**src/common/astc_cfg.svh**
```systemverilog
// Register offsets, field positions and reset values of the trigger block
`ifndef ASTC_CFG_SVH
`define ASTC_CFG_SVH

`define ASTC_OFF_CTRL     8'h00
`define ASTC_OFF_EXPTIME  8'h04
`define ASTC_OFF_READOUT  8'h08
`define ASTC_OFF_SWTRIG   8'h0C
`define ASTC_OFF_STATUS   8'h10
`define ASTC_OFF_FRAMES   8'h14

`define ASTC_CTRL_MODE    0
`define ASTC_CTRL_SRC     1
`define ASTC_CTRL_ACT     2
`define ASTC_CTRL_EXPM    3
`define ASTC_CTRL_ACQ     4
`define ASTC_CTRL_W       5
`define ASTC_CTRL_RST     5'h00

`define ASTC_EXPTIME_RST  24'h000100
`define ASTC_READOUT_RST  24'h000100

`define ASTC_SWTRIG_BIT   0
`define ASTC_STAT_WAIT    0
`define ASTC_STAT_EXPO    1
`define ASTC_STAT_OVT     2

`endif

```
**src/common/astc_pkg.sv**
```systemverilog
// Types shared by the trigger block
`default_nettype none
package astc_pkg;
    typedef enum logic [1:0] {
        ASTC_IDLE    = 2'b00,
        ASTC_WAIT    = 2'b01,
        ASTC_EXPOSE  = 2'b10,
        ASTC_READOUT = 2'b11
    } astc_state_t;
endpackage
`default_nettype wire

```
**src/common/astc_if.sv**
```systemverilog
// Internal carrier between the controller, edge detector and timer
`timescale 1ns/1ps
`default_nettype none
interface astc_if #(parameter int CNT_W = 24);
    logic             level;
    logic             rise;
    logic             fall;
    logic             load;
    logic [CNT_W-1:0] value;
    logic             done;
    logic             busy;
    modport edge_src (output level, output rise, output fall);
    modport timer    (input load, input value, output done, output busy);
    modport ctrl     (input level, input rise, input fall, input done, input busy,
                      output load, output value);
endinterface // astc_if
`default_nettype wire

```
**src/rtl/astc_edge_sync.sv**
```systemverilog
// Trigger pin synchroniser and edge detector
`timescale 1ns/1ps
`default_nettype none
module astc_edge_sync (
    input  wire logic clk,
    input  wire logic rst,
    input  wire logic pin,
    astc_if.edge_src  sig
);
    logic meta;
    logic sync;
    logic prev;

    // Two-flop synchroniser, then edge history
    always_ff @(posedge clk or posedge rst) begin
        if (rst) begin
            meta <= 1'b0;
            sync <= 1'b0;
            prev <= 1'b0;
        end else begin
            meta <= pin;
            sync <= meta;
            prev <= sync;
        end
    end

    assign sig.level = sync;
    assign sig.rise  = sync & ~prev;
    assign sig.fall  = ~sync & prev;
endmodule // astc_edge_sync
`default_nettype wire

```
**src/rtl/astc_exp_timer.sv**
```systemverilog
// Down-counter for exposure and readout lengths
`timescale 1ns/1ps
`default_nettype none
module astc_exp_timer #(
    parameter int CNT_W = 24
) (
    input  wire logic clk,
    input  wire logic rst,
    astc_if.timer     t
);
    logic [CNT_W-1:0] count;

    // Zero load counts as one cycle
    always_ff @(posedge clk or posedge rst) begin
        if (rst) begin
            count <= '0;
        end else if (t.load) begin
            count <= (t.value == '0) ? CNT_W'(1) : t.value;
        end else if (count != '0) begin
            count <= count - 1'b1;
        end
    end

    assign t.busy = (count != '0);
    assign t.done = (count == CNT_W'(1));
endmodule // astc_exp_timer
`default_nettype wire

```
**src/rtl/astc_trigger_ctrl.sv**
```systemverilog
// Acquisition start trigger controller with APB registers
`timescale 1ns/1ps
`default_nettype none
`include "astc_cfg.svh"

module astc_trigger_ctrl
    import astc_pkg::*;
#(
    parameter int ADDR_W  = 8,
    parameter int CNT_W   = 24,
    parameter int FRAME_W = 16
) (
    input  wire logic              clk,
    input  wire logic              rst,
    input  wire logic              psel,
    input  wire logic              penable,
    input  wire logic              pwrite,
    input  wire logic [ADDR_W-1:0] paddr,
    input  wire logic [31:0]       pwdata,
    input  wire logic [3:0]        pstrb,
    output var  logic [31:0]       prdata,
    output logic                   pready,
    output logic                   pslverr,
    input  wire logic              external_start_trigger_input,
    output var  logic              waiting_for_trigger,
    output var  logic              exposure_active,
    output var  logic              frame_start,
    output var  logic              overtrigger_event
);
    localparam logic [ADDR_W-1:0] A_CTRL    = ADDR_W'(`ASTC_OFF_CTRL);
    localparam logic [ADDR_W-1:0] A_EXPTIME = ADDR_W'(`ASTC_OFF_EXPTIME);
    localparam logic [ADDR_W-1:0] A_READOUT = ADDR_W'(`ASTC_OFF_READOUT);
    localparam logic [ADDR_W-1:0] A_SWTRIG  = ADDR_W'(`ASTC_OFF_SWTRIG);
    localparam logic [ADDR_W-1:0] A_STATUS  = ADDR_W'(`ASTC_OFF_STATUS);
    localparam logic [ADDR_W-1:0] A_FRAMES  = ADDR_W'(`ASTC_OFF_FRAMES);

    astc_state_t               state;
    astc_state_t               next_state;
    logic [`ASTC_CTRL_W-1:0]   ctrl;
    logic [CNT_W-1:0]          exptime;
    logic [CNT_W-1:0]          readout;
    logic [FRAME_W-1:0]        frame_count;
    logic                      ovt_sticky;
    logic                      exp_is_width;
    logic [31:0]               ctrl_merged;
    logic [31:0]               exptime_merged;
    logic [31:0]               readout_merged;
    logic                      wr_en;
    logic                      rd_setup;
    logic                      sw_pulse;
    logic                      ovt_clr;
    logic                      trig_mode;
    logic                      src_sw;
    logic                      act_fall;
    logic                      expm_width;
    logic                      acq_en;
    logic                      hw_edge;
    logic                      trig;
    logic                      accept;
    logic                      start_width;
    logic                      level_active;
    logic                      exp_end;
    logic                      ovt_evt;

    astc_if #(.CNT_W(CNT_W)) sig ();

    astc_edge_sync u_edge (
        .clk (clk),
        .rst (rst),
        .pin (external_start_trigger_input),
        .sig (sig.edge_src)
    );

    astc_exp_timer #(.CNT_W(CNT_W)) u_timer (
        .clk (clk),
        .rst (rst),
        .t   (sig.timer)
    );

    // Byte-lane merge of a write into a register word
    function automatic logic [31:0] apply_strb(input logic [31:0] old,
                                               input logic [31:0] wdat,
                                               input logic [3:0]  strb);
        logic [31:0] res;
        res = old;
        for (int i = 0; i < 4; i++) begin
            if (strb[i]) begin
                res[i*8 +: 8] = wdat[i*8 +: 8];
            end
        end
        return res;
    endfunction

    function automatic logic is_mapped(input logic [ADDR_W-1:0] a);
        return (a == A_CTRL) || (a == A_EXPTIME) || (a == A_READOUT) ||
               (a == A_SWTRIG) || (a == A_STATUS) || (a == A_FRAMES);
    endfunction

    // APB handshake, zero wait states
    assign pready   = 1'b1;
    assign pslverr  = psel & penable & ~is_mapped(paddr);
    assign wr_en    = psel & penable & pwrite & is_mapped(paddr);
    assign rd_setup = psel & ~penable & ~pwrite;

    assign ctrl_merged    = apply_strb(32'(ctrl), pwdata, pstrb);
    assign exptime_merged = apply_strb(32'(exptime), pwdata, pstrb);
    assign readout_merged = apply_strb(32'(readout), pwdata, pstrb);

    assign sw_pulse = wr_en & (paddr == A_SWTRIG) & pstrb[0] & pwdata[`ASTC_SWTRIG_BIT];
    assign ovt_clr  = wr_en & (paddr == A_STATUS) & pstrb[0] & pwdata[`ASTC_STAT_OVT];

    // Configuration registers
    always_ff @(posedge clk or posedge rst) begin
        if (rst) begin
            ctrl    <= `ASTC_CTRL_RST;
            exptime <= CNT_W'(`ASTC_EXPTIME_RST);
            readout <= CNT_W'(`ASTC_READOUT_RST);
        end else if (wr_en) begin
            if (paddr == A_CTRL) begin
                ctrl <= ctrl_merged[`ASTC_CTRL_W-1:0];
            end
            if (paddr == A_EXPTIME) begin
                exptime <= exptime_merged[CNT_W-1:0];
            end
            if (paddr == A_READOUT) begin
                readout <= readout_merged[CNT_W-1:0];
            end
        end
    end

    // Read data captured in the setup phase
    always_ff @(posedge clk or posedge rst) begin
        if (rst) begin
            prdata <= 32'h00000000;
        end else if (rd_setup) begin
            prdata <= 32'h00000000;
            if (paddr == A_CTRL) begin
                prdata <= 32'(ctrl);
            end
            if (paddr == A_EXPTIME) begin
                prdata <= 32'(exptime);
            end
            if (paddr == A_READOUT) begin
                prdata <= 32'(readout);
            end
            if (paddr == A_STATUS) begin
                prdata[`ASTC_STAT_WAIT] <= (state == ASTC_WAIT);
                prdata[`ASTC_STAT_EXPO] <= (state == ASTC_EXPOSE);
                prdata[`ASTC_STAT_OVT]  <= ovt_sticky;
            end
            if (paddr == A_FRAMES) begin
                prdata <= 32'(frame_count);
            end
        end
    end

    assign trig_mode  = ctrl[`ASTC_CTRL_MODE];
    assign src_sw     = ctrl[`ASTC_CTRL_SRC];
    assign act_fall   = ctrl[`ASTC_CTRL_ACT];
    assign expm_width = ctrl[`ASTC_CTRL_EXPM];
    assign acq_en     = ctrl[`ASTC_CTRL_ACQ];

    // Trigger selection and qualification
    assign hw_edge = act_fall ? sig.fall : sig.rise;
    assign trig    = !trig_mode ? 1'b1 :
                     (src_sw ? sw_pulse : hw_edge);
    assign accept  = (state == ASTC_WAIT) & acq_en & trig;
    assign start_width  = trig_mode & ~src_sw & expm_width;
    assign level_active = act_fall ? ~sig.level : sig.level;
    assign exp_end = (state == ASTC_EXPOSE) &
                     (exp_is_width ? ~level_active : sig.done);
    assign ovt_evt = (state == ASTC_EXPOSE) & ~exp_is_width &
                     trig_mode & ~src_sw & hw_edge;

    // Timer: exposure on timed accept, readout after exposure
    assign sig.load  = (accept & ~start_width) | exp_end;
    assign sig.value = accept ? exptime : readout;

    always_comb begin
        next_state = state;
        unique case (state)
            ASTC_IDLE: begin
                if (acq_en) begin
                    next_state = ASTC_WAIT;
                end
            end
            ASTC_WAIT: begin
                if (!acq_en) begin
                    next_state = ASTC_IDLE;
                end else if (accept) begin
                    next_state = ASTC_EXPOSE;
                end
            end
            ASTC_EXPOSE: begin
                if (exp_end) begin
                    next_state = ASTC_READOUT;
                end
            end
            ASTC_READOUT: begin
                if (sig.done) begin
                    next_state = acq_en ? ASTC_WAIT : ASTC_IDLE;
                end
            end
        endcase
    end

    always_ff @(posedge clk or posedge rst) begin
        if (rst) begin
            state <= ASTC_IDLE;
        end else begin
            state <= next_state;
        end
    end

    // Exposure kind latched per frame
    always_ff @(posedge clk or posedge rst) begin
        if (rst) begin
            exp_is_width <= 1'b0;
        end else if (accept) begin
            exp_is_width <= start_width;
        end
    end

    // Frame counter, one per accepted trigger
    always_ff @(posedge clk or posedge rst) begin
        if (rst) begin
            frame_count <= '0;
        end else if (accept) begin
            frame_count <= frame_count + 1'b1;
        end
    end

    // Overtrigger flag, set wins over clear
    always_ff @(posedge clk or posedge rst) begin
        if (rst) begin
            ovt_sticky <= 1'b0;
        end else if (ovt_evt) begin
            ovt_sticky <= 1'b1;
        end else if (ovt_clr) begin
            ovt_sticky <= 1'b0;
        end
    end

    // Registered event outputs; status outputs are decoded from state below
    always_ff @(posedge clk or posedge rst) begin
        if (rst) begin
            frame_start       <= 1'b0;
            overtrigger_event <= 1'b0;
        end else begin
            frame_start       <= accept;
            overtrigger_event <= ovt_evt;
        end
    end

    assign waiting_for_trigger = (state == ASTC_WAIT);
    assign exposure_active     = (state == ASTC_EXPOSE);
endmodule // astc_trigger_ctrl
`default_nettype wire

```
**config.mk**
```make
export PLATFORM = sky130hd
export DESIGN_NAME = astc_trigger_ctrl
export DESIGN_NICKNAME = d
export VERILOG_FILES = /design/src/common/astc_pkg.sv /design/src/common/astc_if.sv /design/src/rtl/astc_edge_sync.sv /design/src/rtl/astc_exp_timer.sv /design/src/rtl/astc_trigger_ctrl.sv
export VERILOG_INCLUDE_DIRS = /design/src /design/src/common
export SDC_FILE = /design/constraint.sdc
export NUM_CORES = 1
export LEC_CHECK = 0
export ABC_CLOCK_PERIOD_IN_PS = 12400
export BUFFER_PORTS_ARGS = -buffer_cell sky130_fd_sc_hd__buf_2
export CORE_MARGIN = 5
export CORE_UTILIZATION = 45
export CTS_BUF_LIST = sky130_fd_sc_hd__clkbuf_4 sky130_fd_sc_hd__clkbuf_8
export DETAILED_ROUTE_END_ITERATION = 6
export GPL_TIMING_DRIVEN = 0
export PLACE_DENSITY = 0.63
export SLEW_MARGIN = 0
export SYNTH_ARGS = -nofsm -noshare
export SYNTH_HDL_FRONTEND = slang
export SYNTH_SLANG_ARGS = --single-unit
```
**constraint.sdc**
```tcl
create_clock -name clk -period 12.4 [get_ports clk]
set_input_delay 3.1 -clock clk [delete_from_list [all_inputs] [get_ports clk]]
set_output_delay 3.1 -clock clk [all_outputs]
set_load 0.02 [all_outputs]
```
==> results of run 1 <==
synth_stat cells (3+ instances only):
master    count
a21oi_1      25
a222oi_1     12
a22o_1        3
a22oi_1      13
a31oi_1       5
and3_1       11
and4_1        3
buf_2         9
buf_4        11
buf_6         3
clkbuf_1     12
dfrtp_1     124
ha_1          3
inv_1         8
mux2_2       55
mux2i_1      49
nand2_1      23
nand2b_1      5
nand3_1      10
nand3b_1      4
nand4_1      12
nor2_1       33
nor3_1       10
nor4_1       21
nor4_4        3
o21ai_0      15
o31a_1        7
o31ai_1       3
or3_1         4
xnor2_1      20
xor2_1        5
routing by layer:
layer	vias to the layer above	track usage, %	share of wire [%]
li1	2301	-	-
met1	2533	29.45	46
met2	155	33.23	47
met3	29	4.204	5.1
met4	0	6.296	2.1
met5	-	0	0
where the power goes:
group,internal (uW),total (uW),leakage (uW),switching (uW)
registers,424,433,0.00158,8.87
logic,25.8,74.5,0.00151,48.7
clock network,209,370,0.000202,161
total,659,878,0.00329,219
stage by stage:
stage,cell area [um^2],std cells
floorplan,6454,571
global placement,7019,819
detailed placement,7052,820
CTS,7462,851
global route,7462,851
finish,7462,851
worst max-delay path, stage by stage:
cell and delay, ps:
buf_2 90, or3_4 410, o311a_1 350, buf_2 160
cell families after synthesis:
logic type | share of synthesized area [%]
buffers and inverters | 3.737
AOI/OAI and AO/OA | 10.32
xor gates and xnor gates | 3.407
DFF | 49.09
other | 0.1168
adders and majority gates | 0.5841
muxes | 17.62
and+or+nand+nor | 15.13
how the worst max path moves through the flow:
stage                     startpoint    endpoint  cells after the start
final                       paddr[5]     pslverr                      4
after global routing        paddr[4]     pslverr                      5
after CTS                   paddr[5]     pslverr                      4
after detailed placement    paddr[5]     pslverr                      4
after global placement           rst  prdata[13]                      2
after floorplan             paddr[5]     pslverr                      2
registers in the layout, indices dropped and copies added, names as in the netlist, 5 cells and up, named ones only:
name,cells
ctrl,5
prdata,24
frame_count,16
u_timer.count,24
readout,24
exptime,24
final cells by class:
| type | count | share of cell area, % |
|---|---|---|
| multi-input cells | 401 | 40.98 |
| clock inverters | 10 | 1.878 |
| well taps | 180 | 3.018 |
| inverters | 9 | 0.5198 |
| flip-flops and latches | 126 | 42.29 |
| repair buffers | 69 | 4.930 |
| clock buffers | 21 | 3.622 |
| plain buffers | 35 | 2.767 |
==> flow_summary.ini, run 1 <==
[final_layout]
drive_gt1_share_pct = 29.36
layout_common_cells = dfrtp_1 (124), buf_2 (77), mux2_2 (55), mux2i_1 (49), nor2_1 (33)
multi_input_area_um2 = 3058
diodes = 0
final_nets = 712
num-fill-cells = 1253
area_delta_synth_final_pct = 16.10
final_common_cell = dfrtp_1
final_util_pct = 53.55
seq_area_um2 = 3156

[place]
dpl.hpwl_mm = 12.81
place.gp.congestion = 0.8691
pre_cts_slack_ps = 5187
numPortBuffers = 68

[logic_synthesis]
syn_area_um2 = 6427
synth-seq-cells = 126
synthFlopType = dfrtp_1
synth_top_area_share_pct = 48.28
synth_edf_count = 0
synthArstFlopShare_pct = 100.0
avgSynthCellArea_um2 = 11.40
yosys.area.top_type = dfrtp_1
synth_cell_types = 63
syn_inst = 564
yosysSeqAreaShare_pct = 49.09
ys_warn_count = 0
synthTopCellsByArea = dfrtp_1 (48%), mux2_2 (9.6%), mux2i_1 (7.6%), xnor2_1 (2.7%), nor4_1 (2.0%)

[route]
dr.pass1.iters = 5
vias = 5018
via_per_inst = 5.897
ant_nets = 0
wl_per_cell_um = 20.05
drc = 0
drt-initial-drc-count = 404
wirelength_mm = 17.06

[cts]
cts_resized = 0
cts_buffers = 17
clock_latency_ps = 430
clockBufferDepth = 2
root_buffer = clkbuf_8
clk_pin_slew_ps = 70
clkSinkCount = 126
tritoncts = built
post_cts_buffers = 0
cts_hold_buffers = 0
cts_max_level = 4

[grt]
grt_max_degree = 91
grt_pass1_vias = 5036
grt_pass1_wl_mm = 27.24
antenna_found_initial = 0
track_usage_pct = 21.01
overflow = 0

[power]
pwr_density_cell_nw_per_um2 = 117.7
power_uw = 878.0
ir_drop_uv = 90.90
power_leakage_uw = 0.003295

[worst_setup_path]
crit_fanout = 5
critPathLaunchType = primary input
end_kind = output pin
reg2reg_slack_ps = 9690
cp.arrival_ps = 4110
r2r_start = u_timer.count[10]
ff2ff_path_depth = 7
cp.required_ps = 9300
worstSetupPathType = in2out
rr_endpoint = u_timer.count[10]

[floorplanning]
pin_count = 88
initial_utilization_pct = 46.13
die_w_um = 129.5
num_rows = 43
die_area_um2 = 16770
die_h_um = 129.5
coreArea_um2 = 13930

[sta]
period_needed_ps = 7211
finalHoldWorstSlack_ps = 357.7
relSlewSlack_pct = 43.45
skew_ps = 10.17
setup_viol = 0
final_max_slew_viol_count = 0
fmax_mhz = 138.7
hold_viol_final = 0
tightestPinTransition_ps = 841.8
timing.final.ws_setup_ps = 5189
rsz0062_at_grt = no
fin_setup_tns_ps = 0
fin_crit_sh_pct = 58.16

[worst_hold_path]
hold_start = u_edge.meta
hp-class = reg2reg
min_to = u_edge.sig.level
holdPathStages = 0

[flow_run]
drv_cap = 0

[status]
status = completed
(Power assumes the default switching activity.)
==> run 2: changes to the inputs <==
- ABC_CLOCK_PERIOD_IN_PS: 12400 -> 5800
- PLACE_DENSITY: 0.63 -> 0.65
- clock period: 12.4 -> 5.8 ns (I/O delays scaled with it)
==> run 2 against run 1 <==
Hold slack got worse by 6.6 ps. Worst setup slack got worse by 3300 ps. Die area unchanged. Wire length decreased by 0.94%. Combinational power increased by 120%. Total power increased by 110%. Highest routed layer unchanged. Count of clock-buffer cells in the layout decreased by 1. Clock power increased by 110%. Global-route usage decreased by 0.057 points. Final area decreased by 0.17%. First-iteration DRC count increased by 0.25%. Sequential power increased by 110%.
==> flow_summary.ini, run 2 (synthesis results as in run 1) <==
[status]
status = completed

[cts]
post_cts_buffers = 0
cts_max_level = 4
cts_resized = 0
tritoncts = built
clk_pin_slew_ps = 70
cts_buffers = 17
clock_latency_ps = 440
cts_hold_buffers = 0
clkSinkCount = 126
clockBufferDepth = 2
root_buffer = clkbuf_8

[worst_setup_path]
cp.required_ps = 4350
crit_fanout = 5
end_kind = output pin
cp.arrival_ps = 2450
worstSetupPathType = in2out
critPathLaunchType = primary input

[final_layout]
layout_common_cells = dfrtp_1 (124), buf_2 (77), mux2_2 (55), mux2i_1 (49), nor2_1 (33)
diodes = 0
drive_gt1_share_pct = 29.46
area_delta_synth_final_pct = 15.90
final_area_um2 = 7450
final_common_cell = dfrtp_1
final_nets = 712
num-fill-cells = 1218

[sta]
setup_viol = 0
final_max_slew_viol_count = 0
tightestPinTransition_ps = 793.4
rsz0062_at_grt = no
period_needed_ps = 3895
hold_viol_final = 0
finalHoldWorstSlack_ps = 351.1
fmax_mhz = 256.7
relSlewSlack_pct = 47.11
fin_crit_sh_pct = 67.16
skew_ps = 18.69

[route]
drc = 0
vias = 5046
via_per_inst = 5.923
ant_nets = 0
drt-initial-drc-count = 405
wl_per_cell_um = 19.84
dr.pass1.iters = 5
wirelength_mm = 16.90

[grt]
overflow = 0
track_usage_pct = 20.95
grt_max_degree = 100
antenna_found_initial = 0
grt_pass1_vias = 5045
grt_pass1_wl_mm = 27.23

[floorplanning]
die_w_um = 129.5
initial_utilization_pct = 46.13
die_h_um = 129.5
die_area_um2 = 16770
coreArea_um2 = 13930
pin_count = 88
num_rows = 43

[power]
power_leakage_uw = 0.003286
pwr_density_cell_nw_per_um2 = 249.6
ir_drop_uv = 132.8

[place]
dpl.hpwl_mm = 12.72
place_area_um2 = 7052
place.gp.congestion = 0.8606
numPortBuffers = 68

[worst_hold_path]
hp-class = reg2reg

[flow_run]
drv_cap = 0
==> run 2: changes by cell type in the layout (fill, tap and decap cells not counted), sizes merged <==
cell and change:
bufinv -1, clkbuf -1, clkinv -1, clkinvlp +1, inv +3
==> run 2: final timing paths <==
check / slack, ps / start / cells after the start / end
hold / removal: 350 / u_edge.meta / 0 / u_edge.sig.level
min in group asynchronous: 970 / rst / 2 / u_timer.count[22]
hold reg to reg: 350 / u_edge.meta / 0 / u_edge.sig.level
setup / recovery: 1900 / paddr[5] / 4 / pslverr
setup reg to reg: 3090 / ctrl[2] / 7 / u_timer.count[17]
max in group asynchronous: 4050 / rst / 3 / readout[8]
==> run 2: layer usage <==
layer | share of wire (%) | wire length, um | vias to the layer above | GRT usage (%)
li1 | - | - | 2304 | -
met4 | 2.1 | 349 | 0 | 6.112
met2 | 48 | 8165 | 184 | 33.57
met3 | 5.5 | 934 | 25 | 3.792
met5 | 0 | 0 | - | 0
met1 | 44 | 7451 | 2533 | 29.34
==> run 2: worst max-delay path: stages <==
cell     delay, ps
buf_2           90
or3_4          410
o311a_1        340
buf_2          160
==> run 2: layout make-up <==
class	instances	area, um^2	share of cell area [%]
plain buffers	35	206.4	2.771
flip-flops and latches	126	3156	42.36
inverters	9	38.79	0.5207
multi-input cells	401	3058	41.05
clock buffers	20	262.8	3.527
repair buffers	69	367.9	4.938
well taps	180	225.2	3.023
clock inverters	12	135.1	1.814
==> run 2: report_power, final <==
group / leakage [uW] / total, uW / switching [uW] / internal, uW
clock: 0.000193 / 774 / 368 / 406
combinational: 0.00151 / 161 / 106 / 55.1
sequential: 0.00158 / 925 / 18.0 / 907
==> run 2: metrics by stage <==
step / total power, uW / cells / setup TNS (ps) / util [%] / setup slack, ps
final: 1860 / 852 / 0 / 53.46 / 1905
after global routing: 1924 / 852 / 0 / 53.46 / 1843
after global placement: 1098 / 819 / -43970 / 50.37 / -367.6
after floorplan: 1035 / 571 / 0 / - / 997.4
after detailed placement: 1104 / 820 / 0 / 50.61 / 1910
after CTS: 1869 / 852 / 0 / 53.46 / 1905
